[config.mk]
export PLATFORM = sky130hd
export DESIGN_NAME = flq_region_info
export DESIGN_NICKNAME = d
export VERILOG_FILES = /design/src/flq_pkg.sv /design/src/flq_rom_if.sv /design/src/flq_region_info.sv /design/src/flq_query_rom.sv
export SDC_FILE = /design/constraint.sdc
export NUM_CORES = 1
export LEC_CHECK = 0
export BUFFER_PORTS_ARGS = -buffer_cell sky130_fd_sc_hd__buf_2
export CORE_ASPECT_RATIO = 0.75
export CORE_MARGIN = 2
export CORE_UTILIZATION = 41
export DETAILED_ROUTE_END_ITERATION = 7
export PLACE_DENSITY = 0.77
export SLEW_MARGIN = 20
export SYNTH_ARGS = -nofsm -noshare
export SYNTH_HDL_FRONTEND = slang
export SYNTH_SLANG_ARGS = --single-unit
export TNS_END_PERCENT = 100
[constraint.sdc]
create_clock -name hclk -period 1.9 [get_ports hclk]
set_input_delay 0.38 -clock hclk [delete_from_list [all_inputs] [get_ports hclk]]
set_output_delay 0.38 -clock hclk [all_outputs]
set_load 0.02 [all_outputs]
[src/flq_pkg.sv]
// Constants, field layout and types for the query region information block
package flq_pkg;

	// Table locations, as query indices; byte address is four times the index
	localparam int unsigned FLQ_IDX_W = 9;
	localparam logic [8:0] FLQ_IDX_T1_ENDUR  = 9'h13A;
	localparam logic [8:0] FLQ_IDX_T1_CELL   = 9'h13C;
	localparam logic [8:0] FLQ_IDX_T1_CAPS   = 9'h13D;
	localparam logic [8:0] FLQ_IDX_T1_REGION = 9'h13E;
	localparam logic [8:0] FLQ_IDX_T2_GEOM   = 9'h144;
	localparam logic [8:0] FLQ_IDX_T2_ENDUR  = 9'h148;
	localparam logic [8:0] FLQ_IDX_T2_CELL   = 9'h14A;
	localparam logic [8:0] FLQ_IDX_T2_CAPS   = 9'h14B;
	localparam logic [8:0] FLQ_IDX_FIRST     = 9'h13A;
	localparam logic [8:0] FLQ_IDX_LAST      = 9'h14B;
	localparam int unsigned FLQ_TABLE_LEN    = 18;
	// Helper registers outside the query table
	localparam logic [8:0] FLQ_IDX_CTRL      = 9'h160;
	localparam logic [8:0] FLQ_IDX_DECODE    = 9'h161;

	// Field positions
	localparam int unsigned FLQ_CELL_MSB      = 3;
	localparam int unsigned FLQ_ECC_BIT       = 4;
	localparam int unsigned FLQ_CAP_PAGE_RD   = 0;
	localparam int unsigned FLQ_CAP_SYNC_RD   = 1;
	localparam int unsigned FLQ_CAP_SYNC_WR   = 2;
	localparam int unsigned FLQ_EXP_LSB       = 0;
	localparam int unsigned FLQ_LEGACY_LO     = 15;
	localparam int unsigned FLQ_VALID_LSB     = 16;
	localparam int unsigned FLQ_INVALID_LSB   = 32;
	localparam int unsigned FLQ_LEGACY_HI     = 47;
	localparam int unsigned FLQ_COUNT_LSB     = 0;
	localparam int unsigned FLQ_SIZE_LSB      = 16;
	localparam logic [31:0] FLQ_ENDUR_UNIT    = 32'h0000_03E8;
	localparam int unsigned FLQ_BLOCK_SHIFT   = 8;

	// Default table contents
	localparam logic [15:0] FLQ_T1_ENDUR_DEF  = 16'h0064;
	localparam logic [7:0]  FLQ_T1_CELL_DEF   = 8'h02;
	localparam logic [7:0]  FLQ_T1_CAPS_DEF   = 8'h03;
	localparam logic [47:0] FLQ_T1_REGION_DEF = 48'h8000_0000_8000;
	localparam logic [31:0] FLQ_T2_GEOM_DEF   = 32'h0200_01FE;
	localparam logic [15:0] FLQ_T2_ENDUR_DEF  = 16'h0064;
	localparam logic [7:0]  FLQ_T2_CELL_DEF   = 8'h02;
	localparam logic [7:0]  FLQ_T2_CAPS_DEF   = 8'h03;

	// Values after reset and bus timing
	localparam logic [2:0]  FLQ_CTRL_RST      = 3'h0;
	localparam int unsigned FLQ_WAIT_CYCLES   = 2;

	typedef enum logic [2:0] {
		FLQ_DSEL_T1_CYCLES = 3'b000,
		FLQ_DSEL_T1_REGION = 3'b001,
		FLQ_DSEL_T1_VALID  = 3'b010,
		FLQ_DSEL_T1_INVAL  = 3'b011,
		FLQ_DSEL_T2_COUNT  = 3'b100,
		FLQ_DSEL_T2_SIZE   = 3'b101,
		FLQ_DSEL_T2_CYCLES = 3'b110
	} flq_dsel_t;

	typedef enum logic [1:0] {
		FLQ_ST_IDLE  = 2'b00,
		FLQ_ST_FETCH = 2'b01,
		FLQ_ST_LOAD  = 2'b10
	} flq_state_t;

endpackage : flq_pkg

[src/flq_rom_if.sv]
// Lookup path between the bus slave and the query table memory
`timescale 1ns/1ps
`default_nettype none
interface flq_rom_if;
	logic [8:0] index;
	logic [7:0] data;
	logic       hit;
	modport rom  (input index, output data, output hit);
	modport user (output index, input data, input hit);
endinterface : flq_rom_if
`default_nettype wire

[src/flq_region_info.sv]
// AHB-Lite slave serving the region 1 query table and its decoded view
//
// Behaviour
// [RULE1] Each block type returns its least erase cycle count in thousands.
// [RULE2] Type 1 bits per cell sit in bits 3:0; bit 4 flags ECC, 7:5 spare.
// [RULE3] Type 2 bits per cell sit in bits 3:0; bit 4 flags ECC, 7:5 spare.
// [RULE4] Type 1 access byte: page read, sync read, sync write, rest spare.
// [RULE5] Type 2 access byte carries the same three flags in bits 2:0.
// [RULE6] Type 1 region field holds exponent x; region size is 2^x bytes.
// [RULE7] With bit 15 of the region field set, the exponent is ignored.
// [RULE8] Valid size sits in bits 23:16 and invalid size in bits 39:32.
// [RULE9] With bit 47 set, both control mode sizes are ignored.
// [RULE10] Type 2 field bits 15:0 hold y; the block count is y plus one.
// [RULE11] Type 2 bits 31:16 hold z, block size z times 256 bytes. The decoded size reads zero unless BOTTOM_PARAM is set.
// [RULE12] Writes to table locations never change what is read back.
`timescale 1ns/1ps
`default_nettype none
module flq_region_info
	import flq_pkg::*;
#(
	parameter logic [15:0] T1_ENDUR     = FLQ_T1_ENDUR_DEF,
	parameter logic [7:0]  T1_CELL      = FLQ_T1_CELL_DEF,
	parameter logic [7:0]  T1_CAPS      = FLQ_T1_CAPS_DEF,
	parameter logic [47:0] T1_REGION    = FLQ_T1_REGION_DEF,
	parameter logic [31:0] T2_GEOM      = FLQ_T2_GEOM_DEF,
	parameter logic [15:0] T2_ENDUR     = FLQ_T2_ENDUR_DEF,
	parameter logic [7:0]  T2_CELL      = FLQ_T2_CELL_DEF,
	parameter logic [7:0]  T2_CAPS      = FLQ_T2_CAPS_DEF,
	parameter logic        BOTTOM_PARAM = 1'b1
) (
	input  wire logic        hclk,
	input  wire logic        hresetn,
	input  wire logic        hsel,
	input  wire logic [31:0] haddr,
	input  wire logic [1:0]  htrans,
	input  wire logic        hwrite,
	input  wire logic [2:0]  hsize,
	input  wire logic [31:0] hwdata,
	input  wire logic        hready,
	output var  logic        hreadyout,
	output var  logic        hresp,
	output var  logic [31:0] hrdata
);

	// Masks a size byte that legacy operation makes meaningless
	function automatic logic [31:0] flq_unless_legacy(
		input logic [7:0] value,
		input logic       legacy
	);
		return legacy ? 32'h0000_0000 : {24'h00_0000, value};
	endfunction : flq_unless_legacy

	// Converts a thousands count to plain erase cycles
	function automatic logic [31:0] flq_cycles(input logic [15:0] value);
		return 32'({16'h0000, value} * FLQ_ENDUR_UNIT);
	endfunction : flq_cycles

	// Table image, lowest location in the low byte
	localparam logic [8*FLQ_TABLE_LEN-1:0] TABLE_IMG = {
		// [RULE5] type 2 capabilities
		T2_CAPS,
		// [RULE3] type 2 cell bits
		T2_CELL,
		// [RULE1] type 2 endurance
		T2_ENDUR,
		// [RULE10] type 2 geometry
		T2_GEOM,
		// [RULE8] type 1 region field
		T1_REGION,
		// [RULE4] type 1 capabilities
		T1_CAPS,
		// [RULE2] type 1 cell bits
		T1_CELL,
		// [RULE1] type 1 endurance
		T1_ENDUR
	};

	flq_rom_if rom_bus ();

	flq_query_rom #(
		.TABLE_IMG (TABLE_IMG)
	) u_rom (
		.hclk    (hclk),
		.hresetn (hresetn),
		.port    (rom_bus.rom)
	);

	flq_state_t  state;
	logic [8:0]  addr_idx;
	logic        addr_ok;
	logic        is_write;
	flq_dsel_t   ctrl_sel;
	logic        accept;
	logic        req_ok;
	logic [31:0] decode_val;
	logic [31:0] next_hrdata;

	// hsize is not checked: only whole words are ever issued
	assign accept = hsel && htrans[1] && hready && (state == FLQ_ST_IDLE);
	assign req_ok = (haddr[31:11] == 21'h00_0000) && (haddr[1:0] == 2'b00);
	assign rom_bus.index = addr_idx;

	always_ff @(posedge hclk or negedge hresetn) begin
		if (!hresetn) begin
			state <= FLQ_ST_IDLE;
		end else begin
			case (state)
				FLQ_ST_IDLE: begin
					if (accept) begin
						state <= FLQ_ST_FETCH;
					end
				end
				FLQ_ST_FETCH: begin
					state <= FLQ_ST_LOAD;
				end
				FLQ_ST_LOAD: begin
					state <= FLQ_ST_IDLE;
				end
				default: begin
					state <= FLQ_ST_IDLE;
				end
			endcase
		end
	end

	always_ff @(posedge hclk or negedge hresetn) begin
		if (!hresetn) begin
			addr_idx <= 9'h000;
			addr_ok  <= 1'b0;
			is_write <= 1'b0;
		end else if (accept) begin
			addr_idx <= haddr[10:2];
			addr_ok  <= req_ok;
			is_write <= hwrite;
		end
	end

	// [RULE12] only helper control writable
	always_ff @(posedge hclk or negedge hresetn) begin
		if (!hresetn) begin
			ctrl_sel <= flq_dsel_t'(FLQ_CTRL_RST);
		end else if (state == FLQ_ST_LOAD && is_write && addr_ok
			&& addr_idx == FLQ_IDX_CTRL) begin
			ctrl_sel <= flq_dsel_t'(hwdata[2:0]);
		end
	end

	// Decoded view of the fields, so software need not parse bytes
	always_comb begin
		case (ctrl_sel)
			FLQ_DSEL_T1_CYCLES: begin
				// [RULE1] thousands to cycles
				decode_val = flq_cycles(T1_ENDUR);
			end
			FLQ_DSEL_T1_REGION: begin
				// [RULE7] legacy hides exponent
				if (T1_REGION[FLQ_LEGACY_LO]) begin
					decode_val = 32'h0000_0000;
				// [RULE6] aligned size two to x
				end else if (T1_REGION[FLQ_EXP_LSB +: 8] > 8'h1F) begin
					decode_val = 32'hFFFF_FFFF;
				end else begin
					decode_val = 32'h0000_0001
						<< T1_REGION[FLQ_EXP_LSB +: 5];
				end
			end
			FLQ_DSEL_T1_VALID: begin
				// [RULE9] legacy hides valid size
				decode_val = flq_unless_legacy(
					T1_REGION[FLQ_VALID_LSB +: 8],
					T1_REGION[FLQ_LEGACY_HI]);
			end
			FLQ_DSEL_T1_INVAL: begin
				// [RULE9] legacy hides invalid size
				decode_val = flq_unless_legacy(
					T1_REGION[FLQ_INVALID_LSB +: 8],
					T1_REGION[FLQ_LEGACY_HI]);
			end
			FLQ_DSEL_T2_COUNT: begin
				// [RULE10] count is y plus one
				decode_val = {16'h0000, T2_GEOM[FLQ_COUNT_LSB +: 16]}
					+ 32'h0000_0001;
			end
			FLQ_DSEL_T2_SIZE: begin
				// [RULE11] size in bytes, z times 256, if BOTTOM_PARAM, else zero
				decode_val = BOTTOM_PARAM
					? {8'h00, T2_GEOM[FLQ_SIZE_LSB +: 16], 8'h00}
					: 32'h0000_0000;
			end
			FLQ_DSEL_T2_CYCLES: begin
				decode_val = flq_cycles(T2_ENDUR);
			end
			default: begin
				decode_val = 32'h0000_0000;
			end
		endcase
	end

	// Unmapped words read as zero with an OKAY answer
	always_comb begin
		if (!addr_ok || is_write) begin
			next_hrdata = 32'h0000_0000;
		end else if (rom_bus.hit) begin
			next_hrdata = {24'h00_0000, rom_bus.data};
		end else if (addr_idx == FLQ_IDX_CTRL) begin
			next_hrdata = {29'h0000_0000, ctrl_sel};
		end else if (addr_idx == FLQ_IDX_DECODE) begin
			next_hrdata = decode_val;
		end else begin
			next_hrdata = 32'h0000_0000;
		end
	end

	// Two wait states give the table memory time to register its byte
	always_ff @(posedge hclk or negedge hresetn) begin
		if (!hresetn) begin
			hreadyout <= 1'b1;
		end else if (accept) begin
			hreadyout <= 1'b0;
		end else if (state == FLQ_ST_LOAD) begin
			hreadyout <= 1'b1;
		end
	end

	always_ff @(posedge hclk or negedge hresetn) begin
		if (!hresetn) begin
			hrdata <= 32'h0000_0000;
		end else if (state == FLQ_ST_LOAD) begin
			hrdata <= next_hrdata;
		end
	end

	always_ff @(posedge hclk or negedge hresetn) begin
		if (!hresetn) begin
			hresp <= 1'b0;
		end else begin
			hresp <= 1'b0;
		end
	end
endmodule : flq_region_info
`default_nettype wire

[src/flq_query_rom.sv]
// Constant query table with registered read data
`timescale 1ns/1ps
`default_nettype none
module flq_query_rom
	import flq_pkg::*;
#(
	parameter logic [8*FLQ_TABLE_LEN-1:0] TABLE_IMG = '0
) (
	input  wire logic hclk,
	input  wire logic hresetn,
	flq_rom_if.rom    port
);
	logic [8:0] offset;
	logic       in_table;

	assign offset   = port.index - FLQ_IDX_FIRST;
	assign in_table = (port.index >= FLQ_IDX_FIRST)
		&& (port.index <= FLQ_IDX_LAST);

	// No write path exists, so contents cannot change
	always_ff @(posedge hclk or negedge hresetn) begin
		if (!hresetn) begin
			port.data <= 8'h00;
			port.hit  <= 1'b0;
		end else begin
			port.hit  <= in_table;
			port.data <= in_table ? TABLE_IMG[8*offset +: 8] : 8'h00;
		end
	end
endmodule : flq_query_rom
`default_nettype wire

* Word-level counts from Yosys, hierarchy flattened
Cells that the tools add are included.
** Operators by class
- Shift-type cells :: 1
- Eq/ne operators :: 8
- $lt $le $gt $ge :: 2
- Muxes and demuxes :: 10
- Reduce and logical (&&, ||, !) cells :: 16
- Add/subtract/negate cells :: 1
** Operators with widths (number)
- 144-bit by 13-bit indexed part select with 8-bit output (first input constant) :: 1
- 32-bit 2-to-1 mux :: 4
- 18-bit case mux with 3 select lines :: 1
- 21-bit logical NOT :: 1
- 9-bit == test (second input constant) :: 2
- 3-bit == test (second input constant) :: 3
- 9-bit greater-or-equal comparator (second input constant) :: 1
- 9-bit less-or-equal comparator (second input constant) :: 1
- 9-bit subtractor (second input constant) :: 1
- 1-bit logical AND :: 8
- 8-bit 2-to-1 mux :: 1
- 2-bit logical NOT :: 2
- 2-bit case mux with 2 select lines :: 1
- 3-bit logical NOT :: 1
- 2-bit by 1-bit == test with 1-bit output (second input constant) :: 1
- 2-bit == test (second input constant) :: 1
- 1-bit 2-to-1 mux :: 2
- 2-bit 2-to-1 mux :: 1
- 2-bit != test (second input constant) :: 1
- 2-bit nonzero test :: 1
- 2-bit OR reduction :: 1
- 1-bit logical NOT :: 1
- 1-bit logical OR :: 1
** Storage, ports and cells
- Flip-flop bits (word level) :: 58

* Longest topological paths before layout
Gate-level depths: netlist (run 1).
- Word-level depth :: 7
- Depth in mapped cells :: 7

* Modules after synthesis
A second synthesis (run 1) with hierarchy kept.
** Second synthesis, totals
- Cell total of the unflattened synthesis :: 189
- Area total of the unflattened synthesis :: 2003.2 sq um
** Modules (own cells, without submodules)
- flq_region_info :: area each 1443.9 sq um, times used 1, cells each 128
- flq_query_rom :: area each 559.3 sq um, times used 1, cells each 61

* Worst setup path before layout (run 1)
No wires, ideal clock.
- Path kind :: register to register
- From :: register addr_idx[1]
- To :: register u_rom.port.data[6]
- Setup time :: 0.111 ns
- Path buffers :: 1
- Cell stages (with the launch flop) :: 8
- Data arrival time :: 1.866 ns
- Required time :: 1.789 ns
- Slack :: -0.078 ns
- Clock period less this slack :: 1.978 ns
- Cells stage by stage :: dfrtp_1 buf_2 inv_1 ha_1 xnor2_2 mux2i_1 a41oi_1 a2111oi_2
** Between the ends
- Longest elaborated chain between the ends :: 3
- Elaborated cells on any way between the ends :: 6
- Those cells by class :: add/sub: 1; order compare: 2; shift: 1; mux: 1; reduce/logical: 1
** RTL lines
- start: declaration :: RTL line flq_region_info.sv:89 : logic [8:0] addr_idx;
- start signal: assignment :: RTL line flq_region_info.sv:132 : addr_idx <= haddr[10:2];
- 9-bit subtractor (tied with other cells) :: RTL line flq_query_rom.sv:16 : assign offset = port.index - FLQ_IDX_FIRST;
- 144-bit by 13-bit indexed part select with 8-bit output or 1-bit logical AND (tied branches) :: RTL line flq_query_rom.sv:27, flq_query_rom.sv:18
- 8-bit 2-to-1 mux * :: RTL line flq_query_rom.sv:27 : port.data <= in_table ? TABLE_IMG[8*offset +: 8] : 8'h00;
- end signal: assignment :: RTL line flq_query_rom.sv:27
- end: declaration :: RTL line flq_rom_if.sv:8 : modport rom (input index, output data, output hit);
Every way passes the cells marked *; elsewhere a longest branch is shown, timed or not.
A chain may end at the register's enable or synchronous reset.

* Final worst setup path (run 1)
Same ends and word-level chain as after synthesis.

==> results.json, run 1 <==
{
  "p_leak_nw": 1.15,
  "rsz0062_at_grt": "no",
  "crit_path_max_fanout": 8,
  "cts_made_buffers": 5,
  "io_buffers": 55,
  "cts-root-buf": "clkbuf_8",
  "synthAdderAreaFrac": 0.0122,
  "clkTransAtPathRegs_ps": 70,
  "worstSetupEndpointType": "flop",
  "stdcell_count": 323,
  "cp.required_ps": 2070,
  "io_pins": 108,
  "ys_types": 56,
  "drive_gt1_frac": 0.395,
  "clock_sinks": 33,
  "drt-total-wl_mm": 4.34,
  "synthArstFlopShare": 1.00,
  "start_kind": "flop",
  "avgRoutedWirePerCell_um": 13.4,
  "die_h_um": 65.3,
  "setup_ws_ps": 134,
  "syn_inst": 198,
  "syn_area_sq_um": 2050,
  "remaining_drc_errors": 0,
  "die_width_um": 85.7,
  "slew_viol_final": 0,
  "fin_worst_skew_ps": 6.61,
  "gr-usage-all-layers": 0.162,
  "cap_violations": 0,
  "yosys-mux-area-fraction": 0.0707,
  "yosys.area_share.xor_xnor": 0.0335,
  "tightest_slew_ps": 723,
  "finalSetupTns_ps": 0,
  "htree_levels": 2,
  "ir_worst_vdd_mv": 0.547,
  "core_area_sq_um": 4840,
  "rows": 22,
  "grt_pass1_vias": 1528,
  "cts_tree": "yes",
  "synth_flop_cell": "dfrtp_1",
  "r2r_start": "addr_idx[1]$_DFFE_PN0P_",
  "finalHoldViolCount": 0,
  "synth_compound_area_frac": 0.137,
  "ant_nets": 0,
  "relSlewSlack": 0.518,
  "antenna_found_initial": 0,
  "diodes": 0,
  "finalSetupViolations": 0,
  "routabilityCongestion": 0.834,
  "power_density_nw_per_um2": 832,
  "clk_path_buf_depth": 2,
  "synth-simple-area-share": 0.219,
  "status": "complete, no violations",
  "yosysSeqAreaShare": 0.403,
  "synth_warnings": 0,
  "drtIter0Drc": 72,
  "clk_latency_ps": 280,
  "fin_crit_sh": 0.929,
  "dp_hpwl_mm": 3.28,
  "grt_pass1_wl_mm": 7.15,
  "dp_cells": 314,
  "synth_edf_count": 0,
  "via_count": 1655,
  "final_net_count": 338,
  "syn2layout_area_growth_pct": 20.0,
  "period_minus_slack_ps": 1770,
  "synth_top_family_by_area": "simple AND/OR/NAND/NOR gates",
  "worst_ep_arrival_time_ps": 1930,
  "gr-total-overflow": 0,
  "hold_path.class": "input pin to async pin",
  "crit_type": "flop to flop",
  "cp-startpoint": "addr_idx[1]$_DFFE_PN0P_",
  "dp_slack_ps": 45.0,
  "grt_max_degree": 34,
  "avgViaCountPerCell": 5.12,
  "power_w": 0.00205,
  "drt-pass1-iter-count": 4,
  "ys_ff_latch": 33,
  "die-area_sq_um": 5600,
  "avgSynthCellArea_sq_um": 10.4,
  "start_util": 0.424,
  "max_freq_mhz": 566
}
metrics by stage:
step | hold WS (ps) | utilization | instance area, sq um
floorplan | 84.4 | - | 2130
global placement | 448 | 0.488 | 2360
detailed placement | 459 | 0.488 | 2360
CTS | 168 | 0.505 | 2450
global route | 206 | 0.509 | 2460
finish | 147 | 0.509 | 2460
repair_timing:
item                                    CTS  global route
endpoints found under the setup margin    0             1
hold buffers                              0             0
hold endpoints to repair                  0             0
buffers inserted                          0             1
gates resized for setup                   0             2
cells in the mapped netlist, types with 2 or more instances:
cell type / instances / area share
a211oi_1: 3 / 0.011
a21oi_1: 5 / 0.012
a32o_1: 2 / 0.0098
a32oi_1: 3 / 0.013
buf_2: 4 / 0.0098
buf_4: 23 / 0.084
buf_6: 2 / 0.011
dfrtp_1: 32 / 0.39
ha_1: 2 / 0.012
inv_1: 7 / 0.013
mux2_2: 8 / 0.044
mux2_4: 3 / 0.022
nand2_1: 16 / 0.029
nand2b_1: 7 / 0.021
nand4_1: 4 / 0.012
nand4b_1: 2 / 0.0085
nand4bb_1: 2 / 0.011
nor2_1: 7 / 0.013
nor3_1: 4 / 0.0098
nor4_1: 8 / 0.024
o2111ai_1: 4 / 0.017
o211ai_2: 3 / 0.018
o21ai_0: 6 / 0.015
o21ai_1: 5 / 0.012
xnor2_1: 5 / 0.021
cell families after synthesis:
logic type,after synthesis
AO/OA/AOI/OAI,37
XOR/XNOR,7
adder cells (fa/ha/maj),2
buffers and inverters,38
flip-flops,33
multiplexers,12
other,1
AND/OR/NAND/NOR,68
registers in the layout, indices dropped and copies added (netlist names):
name             count
u_rom.port.hit       1
is_write             1
addr_ok              1
state                2
addr_idx             9
ctrl_sel             3
hreadyout            1
hrdata              10
u_rom.port.data      5
placed cells by master, fill, tap and decap left out, types with 3 or more instances in the layout:
cell        n
conb_1     19
a32oi_1     3
o211ai_2    3
nor4_1      8
nor2_1      7
buf_4      15
mux2_4      3
nand2_1    16
a211oi_1    3
inv_1       7
o21ai_1     5
nor3_1      4
xnor2_1     5
o2111ai_1   4
o21ai_0     6
nand2b_1    7
nand4_1     4
mux2_2      8
clkbuf_8    5
dfrtp_1    31
a21oi_1     5
buf_2      55
critical path: stages, from the launching register on:
cell       delay, ps
dfrtp_1          410
inv_1            130
ha_4             220
xnor2_4          140
mux2i_1          210
a41oi_1          160
a2111oi_2        380
worst paths after layout:
check,slack (ps),cells after the start,endpoint
max,130,6,u_rom.port.data[6]$_DFF_PN0_
min,150,1,hrdata[8]$_DFFE_PN0N_
max reg2reg,130,6,u_rom.port.data[6]$_DFF_PN0_
min reg2reg,460,2,hreadyout$_DFFE_PN1P_
max in group asynchronous,1240,1,addr_idx[3]$_DFFE_PN0P_
min in group hclk,300,3,addr_idx[2]$_DFFE_PN0P_
report_power, final:
part / total (W) / switching [W] / leakage (nW) / internal [W]
Combinational: 0.000708 / 0.000381 / 0.680 / 0.000327
Clock: 0.000504 / 0.000251 / 0.0450 / 0.000254
Sequential: 0.000838 / 0.0000695 / 0.428 / 0.000769
final cells by class:
type	instances	area (sq um)
Clock buffer	6	72.6
Clock inverter	2	10.0
Fill cell	467	2380
Inverter	7	26.3
Multi-Input combinational cell	145	1060
Sequential cell	33	828
Tap cell	60	75.1
Timing Repair Buffer	70	388
per-layer routing:
layer	wire [um]	track usage	up-vias
met5	0	0	-
met4	45	0.0417	0
met2	2030	0.258	59
met1	2010	0.220	781
met3	260	0.0440	7
li1	-	-	808
No activity file was read; power rests on OpenSTA's default activity.
==> inputs of run 2 (changes only) <==
--- a/config.mk
+++ b/config.mk
@@ -10,7 +10,7 @@
 export CORE_MARGIN = 2
 export CORE_UTILIZATION = 41
 export DETAILED_ROUTE_END_ITERATION = 7
-export PLACE_DENSITY = 0.77
+export PLACE_DENSITY = 0.74
 export SLEW_MARGIN = 20
 export SYNTH_ARGS = -nofsm -noshare
 export SYNTH_HDL_FRONTEND = slang
==> run 2 against run 1 <==
Effect of this change:
- routed wire length fell by 2.9%
- worst setup slack improved by 54 ps
- clock skew fell by 1.8 ps
- design area increased by 2.2%
- clock-buffer cell count grew 1
- non-clock buffer count rose by 3
- critical endpoint unchanged
- largest cell class unchanged
==> results.json, run 2 (synthesis results as in run 1) <==
{
  "cts_made_buffers": 5,
  "routabilityCongestion": 0.867,
  "use_met3": 0.0452,
  "clk_path_buf_depth": 2,
  "top_usage_layer": "met2",
  "max_freq_mhz": 584,
  "fillers": 436,
  "gr-usage-all-layers": 0.159,
  "rsz0062_at_grt": "no",
  "dp_hpwl_mm": 3.28,
  "power_density_nw_per_um2": 894,
  "clk_latency_ps": 290,
  "drt-total-wl_mm": 4.22,
  "grt_pass1_wl_mm": 6.97,
  "worst_ep_arrival_time_ps": 1890,
  "grt_pass1_vias": 1548,
  "via_count": 1651,
  "clkTransAtPathRegs_ps": 70,
  "top_regs": "hrdata: 10 flops, addr_idx: 9 flops, u_rom.port.data: 5 flops",
  "drt-pass1-iter-count": 4,
  "largest_reg_flops": 10,
  "period_minus_slack_ps": 1710,
  "worstSetupEndpointType": "flop",
  "dp_slack_ps": 67.9,
  "slew_viol_final": 0,
  "start_util": 0.424,
  "cp_top_family": "compound AO/OA/AOI/OAI gates",
  "status": "complete, no violations",
  "drive_gt1_frac": 0.398,
  "cp_slowest_cell": "dfrtp_1",
  "p_sw_frac": 0.312,
  "antenna_found_initial": 0,
  "finalSetupViolations": 0,
  "cap_violations": 0,
  "clock_power_share": 0.301,
  "slowest_delay_ps": 420,
  "p_leak_nw": 1.18,
  "finalSetupTns_ps": 0,
  "cp.required_ps": 2080,
  "avgRoutedWirePerCell_um": 12.9,
  "crit_type": "flop to flop",
  "ir_worst_vdd_mv": 0.659,
  "cp_num_buf_inv": 1,
  "die_h_um": 65.3,
  "p_switching_w": 0.000704,
  "final_net_count": 341,
  "ant_nets": 0,
  "die-area_sq_um": 5600,
  "core_area_sq_um": 4840,
  "htree_levels": 2,
  "tightest_slew_ps": 713,
  "cp_cell_sequence": "inv_1 > ha_4 > xnor2_4 > mux2i_1 > a41oi_1 > a2111oi_2",
  "pwr-share-comb": 0.331,
  "top_register": "hrdata",
  "drtIter0Drc": 50,
  "power_frac_seq": 0.368,
  "setup_ws_ps": 188,
  "fin_crit_sh": 0.901,
  "met1_usage": 0.206,
  "syn2layout_area_growth_pct": 22.7,
  "avgViaCountPerCell": 5.06,
  "cts-root-buf": "clkbuf_8",
  "hold_path.class": "input pin to async pin",
  "fin_worst_skew_ps": 4.78,
  "finalHoldViolCount": 0,
  "final_cell_mix": "buf_2 (55), dfrtp_1 (32), conb_1 (19), buf_4 (18), nand2_1 (16)",
  "crit_path_max_fanout": 5,
  "io_buffers": 55,
  "die_width_um": 85.7,
  "io_pins": 108,
  "rows": 22,
  "grt_util_met2": 0.250,
  "cts_tree": "yes",
  "clock_sinks": 33,
  "start_kind": "flop",
  "grt_max_degree": 34,
  "final_common_cell": "buf_2",
  "remaining_drc_errors": 0,
  "gr-total-overflow": 0,
  "internal_power_w": 0.00155,
  "relSlewSlack": 0.524,
  "diodes": 0
}
[run 2: power by group through the flow]
stage	Combinational (W)	Clock, W	Sequential (W)
CTS	0.000687	0.000698	0.000832
detailed placement	0.000683	0	0.000845
global route	0.000816	0.000723	0.000840
floorplan	0.000518	0	0.000842
finish	0.000745	0.000678	0.000830
global placement	0.000668	0	0.000841
[run 2: timing repair]
action	in CTS	in global routing
hold buffers	0	0
endpoints found under the setup margin	0	1
buffers inserted	0	3
gates resized for setup	0	1
[run 2: final cells by class]
| cell class | instances | area, sq um | share of cell area |
|---|---|---|---|
| multi-input combinational | 145 | 1060 | 0.423 |
| sequential | 33 | 827 | 0.328 |
| timing repair buffer | 73 | 410 | 0.163 |
| clock buffer | 7 | 86.3 | 0.0343 |
| tap | 60 | 75.1 | 0.0298 |
| clock inverter | 1 | 30.0 | 0.0119 |
| inverter | 7 | 26.3 | 0.0104 |
[run 2: final timing paths]
path	startpoint	to	slack [ps]	depth (start not counted)
worst max-delay path	addr_idx[1]$_DFFE_PN0P_	u_rom.port.data[6]$_DFF_PN0_	190	6
worst min-delay path	hresetn	hrdata[8]$_DFFE_PN0N_	140	1
worst max register to register	addr_idx[1]$_DFFE_PN0P_	u_rom.port.data[6]$_DFF_PN0_	190	6
worst min register to register	hreadyout$_DFFE_PN1P_	hreadyout$_DFFE_PN1P_	460	2
max in group asynchronous	hresetn	addr_idx[2]$_DFFE_PN0P_	1290	1
min in group hclk	haddr[3]	addr_idx[1]$_DFFE_PN0P_	300	3
[run 2: per-layer routing]
| layer | routed length, um | vias to the layer above |
|---|---|---|
| li1 | - | 824 |
| met3 | 277 | 8 |
| met2 | 1910 | 55 |
| met5 | 0 | - |
| met1 | 1960 | 764 |
| met4 | 74 | 0 |
[run 2: stage by stage]
stage	util	std cells	hold WS [ps]	power [W]	instance area, sq um
2_1_floorplan	-	216	84.4	0.00136	2130
3_3_place_gp	0.489	315	447	0.00151	2370
3_5_place_dp	0.489	315	452	0.00153	2370
4_1_cts	0.513	323	159	0.00222	2490
5_1_grt	0.520	326	183	0.00238	2520
6_report	0.520	326	137	0.00225	2520
